**config.mk**
```make
export PLATFORM = sky130hd
export DESIGN_NAME = fbou_flag_and_bit_op_unit
export DESIGN_NICKNAME = d
export VERILOG_FILES = /design/src/logic/fbou_pkg.sv /design/src/logic/fbou_dest_unit.sv /design/src/logic/fbou_wb_slave.sv /design/src/logic/fbou_flag_and_bit_op_unit.sv
export VERILOG_INCLUDE_DIRS = /design/src /design/src/logic
export SDC_FILE = /design/constraint.sdc
export NUM_CORES = 1
export LEC_CHECK = 0
export ABC_CLOCK_PERIOD_IN_PS = 7140
export BUFFER_PORTS_ARGS = -buffer_cell sky130_fd_sc_hd__buf_2
export CORE_AREA = 4 4 107 109
export DETAILED_ROUTE_END_ITERATION = 7
export DIE_AREA = 0 0 111 113
export HOLD_SLACK_MARGIN = 0.15
export PLACE_DENSITY = 0.62
export RECOVER_POWER = 100
export SETUP_SLACK_MARGIN = 0.3
export SYNTH_ARGS = -nofsm -noshare
export SYNTH_HDL_FRONTEND = slang
export SYNTH_HIERARCHICAL = 1
export SYNTH_SLANG_ARGS = --single-unit
```
**constraint.sdc**
```tcl
create_clock -name clock -period 7.14 [get_ports clock]
set_input_delay 0.357 -clock clock [delete_from_list [all_inputs] [get_ports clock]]
set_output_delay 0.357 -clock clock [all_outputs]
set_load 0.02 [all_outputs]
```
**src/logic/fbou_regs.svh**
```systemverilog
// register map, field positions, opcodes and reset values of the flag and bit op unit
`ifndef FBOU_REGS_SVH
`define FBOU_REGS_SVH
`define FBOU_ADR_DEST 4'h0
`define FBOU_ADR_SRC 4'h4
`define FBOU_ADR_STATUS 4'h8
`define FBOU_ADR_CMD 4'hC
`define FBOU_BYTE 7:0
`define FBOU_SHIFT_IN 7:1
`define FBOU_SHIFT_OUT 6:0
`define FBOU_NUM_FLAGS 8
`define FBOU_NIB_HI 7:4
`define FBOU_NIB_LO 3:0
`define FBOU_MSB 7
`define FBOU_LSB 0
`define FBOU_CMD_OP 4:0
`define FBOU_CMD_BIT 10:8
`define FBOU_CMD_BUSY 16
`define FBOU_SEL_LO 0
`define FBOU_SEL_BIT 1
`define FBOU_FLAG_C 3'h0
`define FBOU_FLAG_Z 3'h1
`define FBOU_FLAG_N 3'h2
`define FBOU_FLAG_V 3'h3
`define FBOU_FLAG_S 3'h4
`define FBOU_FLAG_H 3'h5
`define FBOU_FLAG_T 3'h6
`define FBOU_FLAG_I 3'h7
`define FBOU_ONE_HOT 8'h01
`define FBOU_RST_BYTE 8'h00
`define FBOU_RST_BIT 3'h0
`define FBOU_RST_WORD 32'h0000_0000
`define FBOU_OP_ASR 5'h00
`define FBOU_OP_SWAP 5'h01
`define FBOU_OP_FLAG_BIT_SET 5'h02
`define FBOU_OP_FLAG_BIT_CLEAR 5'h03
`define FBOU_OP_STORE_BIT 5'h04
`define FBOU_OP_LOAD_BIT 5'h05
`define FBOU_OP_SET_CARRY 5'h06
`define FBOU_OP_CLEAR_CARRY 5'h07
`define FBOU_OP_SET_NEGATIVE 5'h08
`define FBOU_OP_CLEAR_NEGATIVE 5'h09
`define FBOU_OP_SET_ZERO 5'h0A
`define FBOU_OP_CLEAR_ZERO 5'h0B
`define FBOU_OP_SET_INT_ENABLE 5'h0C
`define FBOU_OP_CLEAR_INT_ENABLE 5'h0D
`define FBOU_OP_SET_SIGN 5'h0E
`define FBOU_OP_CLEAR_SIGN 5'h0F
`define FBOU_OP_SET_OVERFLOW 5'h10
`define FBOU_OP_CLEAR_OVERFLOW 5'h11
`define FBOU_OP_SET_TRANSFER 5'h12
`define FBOU_OP_CLEAR_TRANSFER 5'h13
`define FBOU_OP_SET_HALF_CARRY 5'h14
`define FBOU_OP_CLEAR_HALF_CARRY 5'h15
`define FBOU_OP_NOP 5'h1F
`endif

```
**src/logic/fbou_pkg.sv**
```systemverilog
// types shared by the flag and bit op unit
`include "fbou_regs.svh"
package fbou_pkg;
    typedef logic [7:0] fbou_byte_t;
    typedef logic [31:0] fbou_word_t;
    typedef logic [3:0] fbou_adr_t;
    typedef logic [2:0] fbou_bit_t;
    typedef enum logic [1:0] {
        ST_IDLE = 2'b01,
        ST_EXEC = 2'b10
    } fbou_state_t;
    typedef enum logic [4:0] {
        OP_ASR = `FBOU_OP_ASR,
        OP_SWAP = `FBOU_OP_SWAP,
        OP_FLAG_BIT_SET = `FBOU_OP_FLAG_BIT_SET,
        OP_FLAG_BIT_CLEAR = `FBOU_OP_FLAG_BIT_CLEAR,
        OP_STORE_BIT = `FBOU_OP_STORE_BIT,
        OP_LOAD_BIT = `FBOU_OP_LOAD_BIT,
        OP_SET_CARRY = `FBOU_OP_SET_CARRY,
        OP_CLEAR_CARRY = `FBOU_OP_CLEAR_CARRY,
        OP_SET_NEGATIVE = `FBOU_OP_SET_NEGATIVE,
        OP_CLEAR_NEGATIVE = `FBOU_OP_CLEAR_NEGATIVE,
        OP_SET_ZERO = `FBOU_OP_SET_ZERO,
        OP_CLEAR_ZERO = `FBOU_OP_CLEAR_ZERO,
        OP_SET_INT_ENABLE = `FBOU_OP_SET_INT_ENABLE,
        OP_CLEAR_INT_ENABLE = `FBOU_OP_CLEAR_INT_ENABLE,
        OP_SET_SIGN = `FBOU_OP_SET_SIGN,
        OP_CLEAR_SIGN = `FBOU_OP_CLEAR_SIGN,
        OP_SET_OVERFLOW = `FBOU_OP_SET_OVERFLOW,
        OP_CLEAR_OVERFLOW = `FBOU_OP_CLEAR_OVERFLOW,
        OP_SET_TRANSFER = `FBOU_OP_SET_TRANSFER,
        OP_CLEAR_TRANSFER = `FBOU_OP_CLEAR_TRANSFER,
        OP_SET_HALF_CARRY = `FBOU_OP_SET_HALF_CARRY,
        OP_CLEAR_HALF_CARRY = `FBOU_OP_CLEAR_HALF_CARRY,
        OP_NOP = `FBOU_OP_NOP
    } fbou_op_t;
endpackage : fbou_pkg

```
**src/logic/fbou_dest_unit.sv**
```systemverilog
// destination register datapath: arithmetic shift, nibble swap, bit load
`timescale 1ns/10ps
`include "fbou_regs.svh"
module fbou_dest_unit (
    // operation select
    input wire fbou_pkg::fbou_op_t op,
    input wire fbou_pkg::fbou_bit_t bit_sel,
    input wire logic t_flag,
    // operand and result
    input wire fbou_pkg::fbou_byte_t dest,
    output fbou_pkg::fbou_byte_t dest_nxt,
    output logic dest_upd
);
    import fbou_pkg::*;

    // result per opcode; others leave the register alone
    always_comb begin
        dest_nxt = dest;
        dest_upd = 1'b0;
        case (op)
            OP_ASR: begin
                dest_nxt = {dest[`FBOU_MSB], dest[`FBOU_SHIFT_IN]};
                dest_upd = 1'b1;
            end
            OP_SWAP: begin
                dest_nxt = {dest[`FBOU_NIB_LO], dest[`FBOU_NIB_HI]};
                dest_upd = 1'b1;
            end
            OP_LOAD_BIT: begin
                dest_nxt[bit_sel] = t_flag;
                dest_upd = 1'b1;
            end
            default: begin
                dest_upd = 1'b0;
            end
        endcase
    end
endmodule : fbou_dest_unit

```
**src/logic/fbou_wb_slave.sv**
```systemverilog
// classic wishbone slave: registered ack, registered read data, write strobes
`timescale 1ns/10ps
`include "fbou_regs.svh"
module fbou_wb_slave (
    // clock, reset, enable
    input wire logic clock,
    input wire logic arst_n,
    input wire logic ce,
    // wishbone
    input wire logic wb_cyc,
    input wire logic wb_stb,
    input wire logic wb_we,
    input wire fbou_pkg::fbou_adr_t wb_adr,
    output logic wb_ack,
    output fbou_pkg::fbou_word_t wb_dat_r,
    // core side
    input wire logic busy,
    input wire fbou_pkg::fbou_byte_t dest_val,
    input wire fbou_pkg::fbou_byte_t src_val,
    input wire fbou_pkg::fbou_byte_t status_val,
    input wire fbou_pkg::fbou_word_t cmd_val,
    output logic wr_dest,
    output logic wr_src,
    output logic wr_status,
    output logic wr_cmd
);
    import fbou_pkg::*;

    logic ack_r;
    fbou_word_t rdat_r;
    fbou_word_t rdat_nxt;
    logic wr_go;

    // read mux; unmapped addresses read zero
    always_comb begin
        case (wb_adr)
            `FBOU_ADR_DEST: rdat_nxt = {24'h000000, dest_val};
            `FBOU_ADR_SRC: rdat_nxt = {24'h000000, src_val};
            `FBOU_ADR_STATUS: rdat_nxt = {24'h000000, status_val};
            `FBOU_ADR_CMD: rdat_nxt = cmd_val;
            default: rdat_nxt = `FBOU_RST_WORD;
        endcase
    end

    // ack one cycle after the request, held off while an op executes
    always_ff @(posedge clock or negedge arst_n) begin
        if (!arst_n) begin
            ack_r <= 1'b0;
            rdat_r <= `FBOU_RST_WORD;
        end else if (ce) begin
            ack_r <= wb_cyc && wb_stb && !ack_r && !busy;
            if (wb_cyc && wb_stb && !ack_r && !busy) begin
                rdat_r <= rdat_nxt;
            end
        end
    end

    // writes take effect at the edge where the master sees ack
    assign wr_go = ack_r && wb_cyc && wb_stb && wb_we && ce;
    assign wr_dest = wr_go && (wb_adr == `FBOU_ADR_DEST);
    assign wr_src = wr_go && (wb_adr == `FBOU_ADR_SRC);
    assign wr_status = wr_go && (wb_adr == `FBOU_ADR_STATUS);
    assign wr_cmd = wr_go && (wb_adr == `FBOU_ADR_CMD);
    // ack hidden while the clock enable freezes the slave, so no write is lost
    assign wb_ack = ack_r && ce;
    assign wb_dat_r = rdat_r;
endmodule : fbou_wb_slave

```
**src/logic/fbou_flag_and_bit_op_unit.sv**
```systemverilog
// top of the flag and bit op unit: registers, sequencer, status flag logic
// Function
// - shift right one, flags Z C N V
// - swap nibbles, flags untouched
// - set or clear selected status bit
// - copy source bit into transfer flag
// - copy transfer flag into destination bit
// - set and clear carry flag only
// - set and clear negative flag
// - set and clear zero flag
// - set and clear interrupt enable flag
// - set and clear sign flag
// - set and clear overflow flag
// - set and clear transfer flag
// - set and clear half carry flag
//
// Implementation choices: the register offsets and register access over Wishbone.
`timescale 1ns/10ps
`include "fbou_regs.svh"
module fbou_flag_and_bit_op_unit (
    // clock, reset, enable
    input wire logic clock,
    input wire logic arst_n,
    input wire logic ce,
    // wishbone slave
    input wire logic wb_cyc,
    input wire logic wb_stb,
    input wire logic wb_we,
    input wire fbou_pkg::fbou_adr_t wb_adr,
    input wire logic [3:0] wb_sel,
    input wire fbou_pkg::fbou_word_t wb_dat_w,
    output logic wb_ack,
    output fbou_pkg::fbou_word_t wb_dat_r,
    // core state
    output fbou_pkg::fbou_byte_t status_register,
    output fbou_pkg::fbou_byte_t dest_reg,
    output logic busy,
    output logic op_done
);
    import fbou_pkg::*;

    fbou_state_t state_r;
    fbou_state_t state_nxt;
    fbou_op_t op_r;
    fbou_bit_t bit_r;
    fbou_byte_t dest_r;
    fbou_byte_t source_reg;
    fbou_byte_t status_r;
    fbou_byte_t status_nxt;
    fbou_byte_t dest_nxt;
    fbou_byte_t set_mask;
    fbou_byte_t clr_mask;
    fbou_byte_t asr_mask;
    fbou_byte_t asr_val;
    logic dest_upd;
    logic done_r;
    logic exec;
    logic wr_dest;
    logic wr_src;
    logic wr_status;
    logic wr_cmd;

    // one-hot mask of a status bit
    function automatic fbou_byte_t fbou_onehot(input fbou_bit_t idx);
        fbou_onehot = `FBOU_ONE_HOT << idx;
    endfunction : fbou_onehot

    assign exec = (state_r == ST_EXEC);

    // bus slave
    fbou_wb_slave u_wb (
        .clock(clock),
        .arst_n(arst_n),
        .ce(ce),
        .wb_cyc(wb_cyc),
        .wb_stb(wb_stb),
        .wb_we(wb_we),
        .wb_adr(wb_adr),
        .wb_ack(wb_ack),
        .wb_dat_r(wb_dat_r),
        .busy(exec),
        .dest_val(dest_r),
        .src_val(source_reg),
        .status_val(status_r),
        .cmd_val({15'h0000, exec, 5'h00, bit_r, 3'h0, op_r}),
        .wr_dest(wr_dest),
        .wr_src(wr_src),
        .wr_status(wr_status),
        .wr_cmd(wr_cmd)
    );

    // destination datapath
    fbou_dest_unit u_dest (
        .op(op_r),
        .bit_sel(bit_r),
        .t_flag(status_r[`FBOU_FLAG_T]),
        .dest(dest_r),
        .dest_nxt(dest_nxt),
        .dest_upd(dest_upd)
    );

    // sequencer: a command write with byte 0 selected runs the op in the following single cycle
    always_comb begin
        case (state_r)
            ST_IDLE: state_nxt = (wr_cmd && wb_sel[`FBOU_SEL_LO]) ? ST_EXEC : ST_IDLE;
            ST_EXEC: state_nxt = ST_IDLE;
            default: state_nxt = ST_IDLE;
        endcase
    end

    always_ff @(posedge clock or negedge arst_n) begin
        if (!arst_n) begin
            state_r <= ST_IDLE;
        end else if (ce) begin
            state_r <= state_nxt;
        end
    end

    // command fields latched on the command write
    always_ff @(posedge clock or negedge arst_n) begin
        if (!arst_n) begin
            op_r <= OP_NOP;
            bit_r <= `FBOU_RST_BIT;
        end else if (ce && wr_cmd) begin
            if (wb_sel[`FBOU_SEL_LO]) begin
                op_r <= fbou_op_t'(wb_dat_w[`FBOU_CMD_OP]);
            end
            if (wb_sel[`FBOU_SEL_BIT]) begin
                bit_r <= wb_dat_w[`FBOU_CMD_BIT];
            end
        end
    end

    // set and clear masks per opcode
    always_comb begin
        set_mask = `FBOU_RST_BYTE;
        clr_mask = `FBOU_RST_BYTE;
        case (op_r)
            OP_FLAG_BIT_SET: set_mask = fbou_onehot(bit_r);
            OP_FLAG_BIT_CLEAR: clr_mask = fbou_onehot(bit_r);
            OP_STORE_BIT: begin
                if (source_reg[bit_r]) begin
                    set_mask = fbou_onehot(`FBOU_FLAG_T);
                end else begin
                    clr_mask = fbou_onehot(`FBOU_FLAG_T);
                end
            end
            OP_SET_CARRY: set_mask = fbou_onehot(`FBOU_FLAG_C);
            OP_CLEAR_CARRY: clr_mask = fbou_onehot(`FBOU_FLAG_C);
            OP_SET_NEGATIVE: set_mask = fbou_onehot(`FBOU_FLAG_N);
            OP_CLEAR_NEGATIVE: clr_mask = fbou_onehot(`FBOU_FLAG_N);
            OP_SET_ZERO: set_mask = fbou_onehot(`FBOU_FLAG_Z);
            OP_CLEAR_ZERO: clr_mask = fbou_onehot(`FBOU_FLAG_Z);
            OP_SET_INT_ENABLE: set_mask = fbou_onehot(`FBOU_FLAG_I);
            OP_CLEAR_INT_ENABLE: clr_mask = fbou_onehot(`FBOU_FLAG_I);
            OP_SET_SIGN: set_mask = fbou_onehot(`FBOU_FLAG_S);
            OP_CLEAR_SIGN: clr_mask = fbou_onehot(`FBOU_FLAG_S);
            OP_SET_OVERFLOW: set_mask = fbou_onehot(`FBOU_FLAG_V);
            OP_CLEAR_OVERFLOW: clr_mask = fbou_onehot(`FBOU_FLAG_V);
            OP_SET_TRANSFER: set_mask = fbou_onehot(`FBOU_FLAG_T);
            OP_CLEAR_TRANSFER: clr_mask = fbou_onehot(`FBOU_FLAG_T);
            OP_SET_HALF_CARRY: set_mask = fbou_onehot(`FBOU_FLAG_H);
            OP_CLEAR_HALF_CARRY: clr_mask = fbou_onehot(`FBOU_FLAG_H);
            default: begin
                set_mask = `FBOU_RST_BYTE;
                clr_mask = `FBOU_RST_BYTE;
            end
        endcase
    end

    // flags produced by the arithmetic shift
    always_comb begin
        asr_mask = `FBOU_RST_BYTE;
        asr_val = `FBOU_RST_BYTE;
        if (op_r == OP_ASR) begin
            asr_mask = fbou_onehot(`FBOU_FLAG_C) | fbou_onehot(`FBOU_FLAG_Z)
                | fbou_onehot(`FBOU_FLAG_N) | fbou_onehot(`FBOU_FLAG_V);
            asr_val[`FBOU_FLAG_C] = dest_r[`FBOU_LSB];
            asr_val[`FBOU_FLAG_N] = dest_r[`FBOU_MSB];
            asr_val[`FBOU_FLAG_V] = dest_r[`FBOU_MSB] ^ dest_r[`FBOU_LSB];
            asr_val[`FBOU_FLAG_Z] = (dest_nxt == `FBOU_RST_BYTE);
        end
    end

    // per-bit next status value
    for (genvar gi = 0; gi < `FBOU_NUM_FLAGS; gi++) begin : g_flag
        assign status_nxt[gi] = asr_mask[gi] ? asr_val[gi]
            : (set_mask[gi] | (status_r[gi] & ~clr_mask[gi]));
    end

    // status register: software write when idle, op result when executing
    always_ff @(posedge clock or negedge arst_n) begin
        if (!arst_n) begin
            status_r <= `FBOU_RST_BYTE;
        end else if (ce) begin
            if (exec) begin
                status_r <= status_nxt;
            end else if (wr_status && wb_sel[`FBOU_SEL_LO]) begin
                status_r <= wb_dat_w[`FBOU_BYTE];
            end
        end
    end

    // destination and source working registers
    always_ff @(posedge clock or negedge arst_n) begin
        if (!arst_n) begin
            dest_r <= `FBOU_RST_BYTE;
            source_reg <= `FBOU_RST_BYTE;
        end else if (ce) begin
            if (exec && dest_upd) begin
                dest_r <= dest_nxt;
            end else if (wr_dest && wb_sel[`FBOU_SEL_LO]) begin
                dest_r <= wb_dat_w[`FBOU_BYTE];
            end
            if (wr_src && wb_sel[`FBOU_SEL_LO]) begin
                source_reg <= wb_dat_w[`FBOU_BYTE];
            end
        end
    end

    // completion pulse, one cycle after the executing cycle
    always_ff @(posedge clock or negedge arst_n) begin
        if (!arst_n) begin
            done_r <= 1'b0;
        end else if (ce) begin
            done_r <= exec;
        end
    end

    assign status_register = status_r;
    assign dest_reg = dest_r;
    assign busy = exec;
    assign op_done = done_r;

    // checks on executed operations
    a_exec_one_cycle: assert property (@(posedge clock) disable iff (!arst_n)
        (exec && ce) |=> !exec && done_r)
        else $error("operation did not finish in one cycle");
    a_asr_shift: assert property (@(posedge clock) disable iff (!arst_n)
        (exec && ce && op_r == OP_ASR)
        |=> dest_r[`FBOU_SHIFT_OUT] == $past(dest_r[`FBOU_SHIFT_IN]))
        else $error("shift did not move bits down");
    a_asr_sign_kept: assert property (@(posedge clock) disable iff (!arst_n)
        (exec && ce && op_r == OP_ASR) |=> dest_r[`FBOU_MSB] == $past(dest_r[`FBOU_MSB]))
        else $error("shift lost the top bit");
    a_asr_flags: assert property (@(posedge clock) disable iff (!arst_n)
        (exec && ce && op_r == OP_ASR) |=> status_r[`FBOU_FLAG_C] == $past(dest_r[`FBOU_LSB])
        && status_r[`FBOU_FLAG_N] == dest_r[`FBOU_MSB]
        && status_r[`FBOU_FLAG_V] == (status_r[`FBOU_FLAG_N] ^ status_r[`FBOU_FLAG_C])
        && status_r[`FBOU_FLAG_Z] == (dest_r == `FBOU_RST_BYTE)
        && status_r[`FBOU_NIB_HI] == $past(status_r[`FBOU_NIB_HI]))
        else $error("shift flags wrong");
    a_swap_nibbles: assert property (@(posedge clock) disable iff (!arst_n)
        (exec && ce && op_r == OP_SWAP) |=> $stable(status_r)
        && dest_r == {$past(dest_r[`FBOU_NIB_LO]), $past(dest_r[`FBOU_NIB_HI])})
        else $error("swap result or flags wrong");
    a_bit_set_clear: assert property (@(posedge clock) disable iff (!arst_n)
        (exec && ce && (op_r == OP_FLAG_BIT_SET || op_r == OP_FLAG_BIT_CLEAR))
        |=> status_r[$past(bit_r)] == ($past(op_r) == OP_FLAG_BIT_SET)
        && (status_r | fbou_onehot($past(bit_r)))
        == ($past(status_r) | fbou_onehot($past(bit_r))))
        else $error("selected status bit not forced");
    a_store_bit: assert property (@(posedge clock) disable iff (!arst_n)
        (exec && ce && op_r == OP_STORE_BIT)
        |=> status_r[`FBOU_FLAG_T] == $past(source_reg[bit_r])
        && (status_r | fbou_onehot(`FBOU_FLAG_T))
        == ($past(status_r) | fbou_onehot(`FBOU_FLAG_T)))
        else $error("store bit to transfer flag wrong");
    a_load_bit: assert property (@(posedge clock) disable iff (!arst_n)
        (exec && ce && op_r == OP_LOAD_BIT)
        |=> dest_r[$past(bit_r)] == $past(status_r[`FBOU_FLAG_T]) && $stable(status_r))
        else $error("load bit from transfer flag wrong");
    a_carry_only: assert property (@(posedge clock) disable iff (!arst_n)
        (exec && ce && (op_r == OP_SET_CARRY || op_r == OP_CLEAR_CARRY))
        |=> status_r[`FBOU_FLAG_C] == ($past(op_r) == OP_SET_CARRY)
        && (status_r | fbou_onehot(`FBOU_FLAG_C))
        == ($past(status_r) | fbou_onehot(`FBOU_FLAG_C)))
        else $error("carry op wrong");
    a_negative_op: assert property (@(posedge clock) disable iff (!arst_n)
        (exec && ce && (op_r == OP_SET_NEGATIVE || op_r == OP_CLEAR_NEGATIVE))
        |=> status_r[`FBOU_FLAG_N] == ($past(op_r) == OP_SET_NEGATIVE))
        else $error("negative op wrong");
    a_zero_op: assert property (@(posedge clock) disable iff (!arst_n)
        (exec && ce && (op_r == OP_SET_ZERO || op_r == OP_CLEAR_ZERO))
        |=> status_r[`FBOU_FLAG_Z] == ($past(op_r) == OP_SET_ZERO))
        else $error("zero op wrong");
    a_int_enable_op: assert property (@(posedge clock) disable iff (!arst_n)
        (exec && ce && (op_r == OP_SET_INT_ENABLE || op_r == OP_CLEAR_INT_ENABLE))
        |=> status_r[`FBOU_FLAG_I] == ($past(op_r) == OP_SET_INT_ENABLE))
        else $error("interrupt enable op wrong");
    a_sign_op: assert property (@(posedge clock) disable iff (!arst_n)
        (exec && ce && (op_r == OP_SET_SIGN || op_r == OP_CLEAR_SIGN))
        |=> status_r[`FBOU_FLAG_S] == ($past(op_r) == OP_SET_SIGN))
        else $error("sign op wrong");
    a_overflow_op: assert property (@(posedge clock) disable iff (!arst_n)
        (exec && ce && (op_r == OP_SET_OVERFLOW || op_r == OP_CLEAR_OVERFLOW))
        |=> status_r[`FBOU_FLAG_V] == ($past(op_r) == OP_SET_OVERFLOW))
        else $error("overflow op wrong");
    a_transfer_op: assert property (@(posedge clock) disable iff (!arst_n)
        (exec && ce && (op_r == OP_SET_TRANSFER || op_r == OP_CLEAR_TRANSFER))
        |=> status_r[`FBOU_FLAG_T] == ($past(op_r) == OP_SET_TRANSFER))
        else $error("transfer op wrong");
    a_half_carry_op: assert property (@(posedge clock) disable iff (!arst_n)
        (exec && ce && (op_r == OP_SET_HALF_CARRY || op_r == OP_CLEAR_HALF_CARRY))
        |=> status_r[`FBOU_FLAG_H] == ($past(op_r) == OP_SET_HALF_CARRY))
        else $error("half carry op wrong");

    // main scenarios
    c_asr_run: cover property (@(posedge clock) disable iff (!arst_n)
        exec && ce && op_r == OP_ASR && dest_r[`FBOU_MSB]);
    c_swap_run: cover property (@(posedge clock) disable iff (!arst_n)
        exec && ce && op_r == OP_SWAP);
    c_load_bit_run: cover property (@(posedge clock) disable iff (!arst_n)
        exec && ce && op_r == OP_LOAD_BIT);
    c_int_enable_run: cover property (@(posedge clock) disable iff (!arst_n)
        exec && ce && op_r == OP_SET_INT_ENABLE);
endmodule : fbou_flag_and_bit_op_unit

```
Word-level counts from Yosys, hierarchy flattened
Cells that the tools add are included.
W data, S select, Z words.
{"block": "word_totals", "out_inout_bits": 51, "input_bits": 46, "ff_bits": 68, "wordCells": 124}
{"block": "op_classes", "n_reduce_logical": 33, "eq_ne": 26, "shifts": 1, "bitwise_logic": 25, "n_mux": 28, "magnitude_cmp": 2}
{"operator": "$pmux W8 S10", "count": 2}
{"operator": "$pmux W17 S4", "count": 1}
{"operator": "$eq A5 B4 Y1 const B", "count": 8}
{"operator": "$mux W8", "count": 4}
{"operator": "$eq A5 B5 Y1 const B", "count": 6}
{"operator": "$pmux W8 S3", "count": 1}
{"operator": "$eq A5 B3 Y1 const B", "count": 4}
{"operator": "$logic_and A1 B1 Y1", "count": 19}
{"operator": "$mux W7", "count": 2}
{"operator": "$reduce_and A2 Y1", "count": 6}
{"operator": "$mux W1", "count": 11}
{"operator": "$eq A5 B2 Y1 const B", "count": 2}
{"operator": "$and A1 B1 Y1", "count": 8}
{"operator": "$bwmux W8", "count": 1}
{"operator": "$eq A4 B4 Y1 const B", "count": 2}
{"operator": "$logic_not A8 Y1", "count": 1}
{"operator": "$mux W4", "count": 2}
{"operator": "$not A1 Y1", "count": 8}
{"operator": "$or A1 B1 Y1", "count": 8}
{"operator": "$shl A1 B3 Y8 const A", "count": 1}
{"operator": "$eq A5 B1 Y1 const B", "count": 1}
{"operator": "$logic_not A5 Y1", "count": 1}
{"operator": "$eq A4 B3 Y1 const B", "count": 1}
{"operator": "$logic_not A4 Y1", "count": 1}
{"operator": "other kinds (11)", "count": 14}

Longest topological paths before layout
{"block": "depth", "depth_word": 10, "mapped_depth": 9, "mapped_depth_nobuf": 8}

Modules after synthesis
The synthesis kept the hierarchy.
{"mod": "fbou_flag_and_bit_op_unit", "cells_each": 201, "area_each_um2": 2035.7, "n_inst": 1, "seq_area_each_um2": 883.3}
{"mod": "fbou_wb_slave", "cells_each": 149, "area_each_um2": 1659.1, "n_inst": 1, "seq_area_each_um2": 825.8}
{"mod": "fbou_dest_unit", "cells_each": 64, "area_each_um2": 411.6, "n_inst": 1, "seq_area_each_um2": 0.0}

Worst setup path before layout
No wires, ideal clock.
{"block": "synth_path", "path_kind": "reg2reg", "start": "register op_r[0]", "end": "register status_r[1], in the netlist status_register[1]", "required_time_ns": 7.071, "path_stages_with_launch": 9, "synth_period_minus_slack_ns": 2.330, "arrival_time_ns": 2.262, "setup_slack_ns": 4.810, "setup_time_ns": 0.069, "path_cell_list": "dfstp_2 buf_4 or4b_4 o31ai_1 a22oi_1 nor4_1 nand4_1 a311o_1 nand3_1"}
{"block": "synth_via", "elab_cells_between_ends": 33, "cone_classes": "eq/ne (21); mux (7); bitwise (3); reduce/logical (2)"}
{"item": "start, declared", "line_no": "fbou_flag_and_bit_op_unit.sv:44", "text": "fbou_op_t op_r;"}
{"item": "start signal, assigned", "line_no": "fbou_flag_and_bit_op_unit.sv:126", "text": "op_r <= fbou_op_t'(wb_dat_w[`FBOU_CMD_OP]);"}
{"item": "$eq A5 B3 Y1 (tied with other cells)", "line_no": "fbou_dest_unit.sv:20", "text": "case (op)"}
{"item": "$pmux W8 S3 *", "line_no": "fbou_dest_unit.sv:20"}
{"item": "via dest_nxt[7]", "line_no": "fbou_flag_and_bit_op_unit.sv:50", "text": "fbou_byte_t dest_nxt;"}
{"item": "$logic_not A8 Y1 (no line) *"}
{"item": "$mux W4 *", "line_no": "fbou_flag_and_bit_op_unit.sv:175", "text": "if (op_r == OP_ASR) begin"}
{"item": "$mux W1 *", "line_no": "fbou_flag_and_bit_op_unit.sv:187", "text": "assign status_nxt[gi] = asr_mask[gi] ? asr_val[gi]"}
{"item": "$mux W8 *", "line_no": "fbou_flag_and_bit_op_unit.sv:196", "text": "if (exec) begin"}
{"item": "end signal, assigned", "line_no": "fbou_flag_and_bit_op_unit.sv:194", "text": "status_r <= `FBOU_RST_BYTE;"}
{"item": "end signal, assigned", "line_no": "fbou_flag_and_bit_op_unit.sv:197", "text": "status_r <= status_nxt;"}
{"item": "end signal, assigned", "line_no": "fbou_flag_and_bit_op_unit.sv:199", "text": "status_r <= wb_dat_w[`FBOU_BYTE];"}
{"item": "end, declared", "line_no": "fbou_flag_and_bit_op_unit.sv:48", "text": "fbou_byte_t status_r;"}
The timed path passes the listed nets; every way through them passes the cells marked *.
A chain may end at the register's enable or synchronous reset.

Final worst setup path
{"block": "layout_path", "start": "register op_r[3]", "end": "register dest_r[6], in the netlist dest_reg[6]"}
{"block": "layout_via", "elab_chain_cells": 6, "elab_cells_between_ends": 10, "cone_classes": "eq/ne (2); mux (3); reduce/logical (5)"}
{"item": "$eq A5 B1 Y1 (tied with other cells)", "line_no": "fbou_dest_unit.sv:20"}
{"item": "$reduce_or A3 Y1 (no line) *"}
{"item": "$mux W1 *", "line_no": "fbou_dest_unit.sv:20"}
{"item": "via dest_upd", "line_no": "fbou_flag_and_bit_op_unit.sv:55", "text": "logic dest_upd;"}
{"item": "$logic_and A1 B1 Y1 *", "line_no": "fbou_flag_and_bit_op_unit.sv:210", "text": "if (exec && dest_upd) begin"}
{"item": "$reduce_bool A2 Y1 (no line)"}
{"item": "$reduce_and A2 Y1 (no line)"}
{"item": "end signal, assigned", "line_no": "fbou_flag_and_bit_op_unit.sv:207", "text": "dest_r <= `FBOU_RST_BYTE;"}
{"item": "end signal, assigned", "line_no": "fbou_flag_and_bit_op_unit.sv:211", "text": "dest_r <= dest_nxt;"}
{"item": "end signal, assigned", "line_no": "fbou_flag_and_bit_op_unit.sv:213", "text": "dest_r <= wb_dat_w[`FBOU_BYTE];"}
{"item": "end, declared", "line_no": "fbou_flag_and_bit_op_unit.sv:46", "text": "fbou_byte_t dest_r;"}
Marked as above.

==> summary.md <==
| Metric | Value |
|---|---|
| Final net count | `540` |
| PortBufs | `73` |
| Max FO, Critical Path | `16` |
| Placed insts | `about 620` |
| Final Critical Period | `3.722 ns` |
| Core area | `around 11000 µm²` |
| Final hold vios | `0` |
| Area added between synthesis and finish | `13.59%` |
| Clock Power Share | `0.397` |
| Number of flip-flops in the largest register | `32` |
| DR WL met2 | `between 5000 and 6000 µm` |
| M1 WL | `5296 µm` |
| DR WL met3 | `952 µm` |
| Measured slew at the worst slew-check pin | `3.602 ns` |
| Share of layout cells above drive strength 1 | `0.1723` |
| Most common cell after layout, fill and taps aside | `o21ai_0` |
| Failing checks | `max-capacitance violations, max-slew violations` |
| DIE AREA | `12540 µm²` |
| Leakage | `2.015 nW` |
| Synth unique cells | `69` |
| Setup TNS | `0 ns` |
| Top-Level Pins | `97` |
| Root Driver | `clkbuf_8` |
| Sequential power share | `0.500` |
| DIE HEIGHT | `113 µm` |
| CTS buffer count | `9` |
| Comb pwr share | `0.103` |
| H-tree lvl count | `3` |
| Starting Density | `0.3873` |
| GRT Total Usage | `0.1848` |
| CTS max path bufs | `2` |
| #FFs+latches synth | `68` |
| # diodes | `0` |
| R2R cell count | `6` |
| Synth Warn # | `6` |
| Number of synthesized flops with an enable pin | `0` |
| Top routing layer in use | `met4` |
| # hold bufs at CTS | `0` |
| CP endpoint kind | `flop` |
| CP peak stage delay | `roughly 0.87 ns` |
| Switch share | `0.2816` |
| Reg-to-reg endpoint | `dest_reg[6]` |
| P_sw | `229.6 µW` |
| R2R Setup Slk | `around 3.4 ns` |
| Main flop type after synthesis | `dfrtp_1` |
| Worst-Skew Late Latency | `approximately 0.35 ns` |
| Sequential area share after synthesis | `0.4162` |
| Worst flop-to-flop path startpoint | `op_r[3]` |
| Startpoint Class | `flop` |
| Syn Area/Cell | `9.919 µm²` |
| Core Rows | `38` |
| Post-CTS Resized | `0` |
| Die X | `around 110 µm` |
| Worst Path Required | `~7.4 ns` |
| Hold path cells | `2` |
| HP Class | `in2reg` |
| Final Max Slew Viols | `69` |
| Vias in the first global route | `between 3000 and 4000` |
| Drt first-iter violations | `378` |
| Cell internal pwr | `585.7 µW` |
| Cell Pwr Density | `174.8 nW/µm²` |
| Initial antenna violation count | `0` |
| CP max stage cell | `a21boi_0` |
| RSZ-0062 raised after global routing | `no` |
| Vias per std cell | `about 5.7` |
| CP Buf/Inv Count | `0` |
| Final ANT Viol Nets | `0` |
| Critical path's top delay family | `simple AND/OR/NAND/NOR gates` |
| Max rail drop VDD | `0.1107 mV` |
| DRC | `0` |
| CP cell instances | `nor3_1 -> a21boi_0 -> nand3b_1 -> a21bo_1 -> nand2_1 -> o21ai_0` |
| Mapped Cells | `about 410` |
| Setup violations, final | `0` |
| Clock tree from TritonCTS | `yes` |
| Clk pin slew, worst setup/hold paths | `~0.08 ns` |
| Crit path DAT | `3.94 ns` |
| Clock Sink Count | `68` |
| Run status | `complete, but fails checks` |
| Fmax | `roughly 0.27 GHz` |
| Hold Path Origin | `wb_dat_w[8]` |
| Largest net degree at the start of global routing | `69` |
| Final Cycle Share | `0.5213` |
| Hpwl dp | `about 8000 µm` |
| Post-CTS Setup Bufs | `0` |
| Drt total wl | `approximately 11000 µm` |
| Via count | `around 3700` |
| Most frequent cells in the layout | `o21ai_0, dfrtp_1, clkbuf_1` |
| Async SR Flop Fraction | `1.000` |
| Placer congestion estimate | `0.8457` |
| Worst relative slew slack | `-1.401` |
| GRT overflow | `0` |
| Synthesized area | `just over 4000 µm²` |
| WHS Endpoint | `bit_r[0]` |
| Max Cap Viol | `1` |
| Non-Filler Instances | `~640` |
| Post-Route Skew | `0.007392 ns` |
| Worst Setup Path Type | `reg2reg` |
| Drt pass-1 iters | `6` |
| Global-route wire length before repair | `18440 µm` |
| Drt wl/cell | `approximately 18 µm` |
power by group through the flow:
stage,sequential [mW],clock (mW),combinational [mW]
floorplan,0.421,0,0.0440
global placement,0.414,0,0.0871
detailed placement,0.415,0,0.0884
CTS,0.407,0.334,0.0886
global route,0.409,0.353,0.0934
finish,0.408,0.324,0.0838
how the worst max path moves through the flow:
stage          startpoint                  to  slack, ns  cells after the start
2_1_floorplan     op_r[0]  status_register[1]       4.81                      8
3_3_place_gp     bit_r[1]  status_register[1]       4.16                      8
3_5_place_dp     bit_r[1]  status_register[1]       4.14                      8
4_1_cts          bit_r[1]  status_register[1]       4.11                      8
5_1_grt            arst_n             op_done       2.88                      2
6_report          op_r[3]         dest_reg[6]       3.42                      6
kinds of logic (layout without fill, tap and decap cells):
logic type             count (synthesis)  count (layout)  synth area share
AO/OA/AOI/OAI                        116             116            0.1865
XOR/XNOR                               2               2          0.004266
buffers and inverters                 37             100           0.05271
flip-flops                            68              68            0.4162
multiplexers                          44              44            0.1444
other                                  1              23         0.0009132
AND/OR/NAND/NOR                      146             146            0.1950
layout make-up:
type                       instances  area (µm²)
inverter                           9       33.78
tap                              140       175.2
clock inverter                     7       75.07
multi-input combinational        331        2238
clock buffer                       9       123.9
fill                            1064        5938
timing repair buffer              75       309.0
sequential                        68        1709
metal layers:
metal	up-vias	global-route usage
met2	168	0.2811
met1	1776	0.2557
met5	-	0
met3	22	0.05401
li1	1688	-
met4	0	0.05829
worst reg2reg max path: stages, from the launching register on:
cell      delay (ns)
dfstp_1         0.57
nor3_1          0.74
a21boi_0        0.87
nand3b_1        0.70
a21bo_1         0.51
nand2_1         0.12
o21ai_0         0.08
synth_stat cells, drive strengths merged (10+ instances only):
library cell | count | area share
buf | 16 | 0.029
dfrtp | 62 | 0.38
nand4 | 10 | 0.015
mux2 | 23 | 0.063
nand3 | 13 | 0.016
clkbuf | 12 | 0.016
nor2 | 35 | 0.034
nand2 | 45 | 0.041
mux2i | 12 | 0.029
o21ai | 67 | 0.082
metrics by stage:
step                total power, mW  hold slack, ns  setup WS, ns  utilization  area (µm²)
floorplan                    0.4653         0.06141         4.810            -        4189
global route                 0.8559          0.2209         2.884       0.4399        4664
detailed placement           0.5033          0.4798         4.140       0.4303        4562
finish                       0.8153          0.2474         3.418       0.4399        4664
CTS                          0.8294          0.2304         4.111       0.4490        4761
global placement             0.5016          0.4732         4.157       0.4303        4562
(Power assumes the default switching activity.)
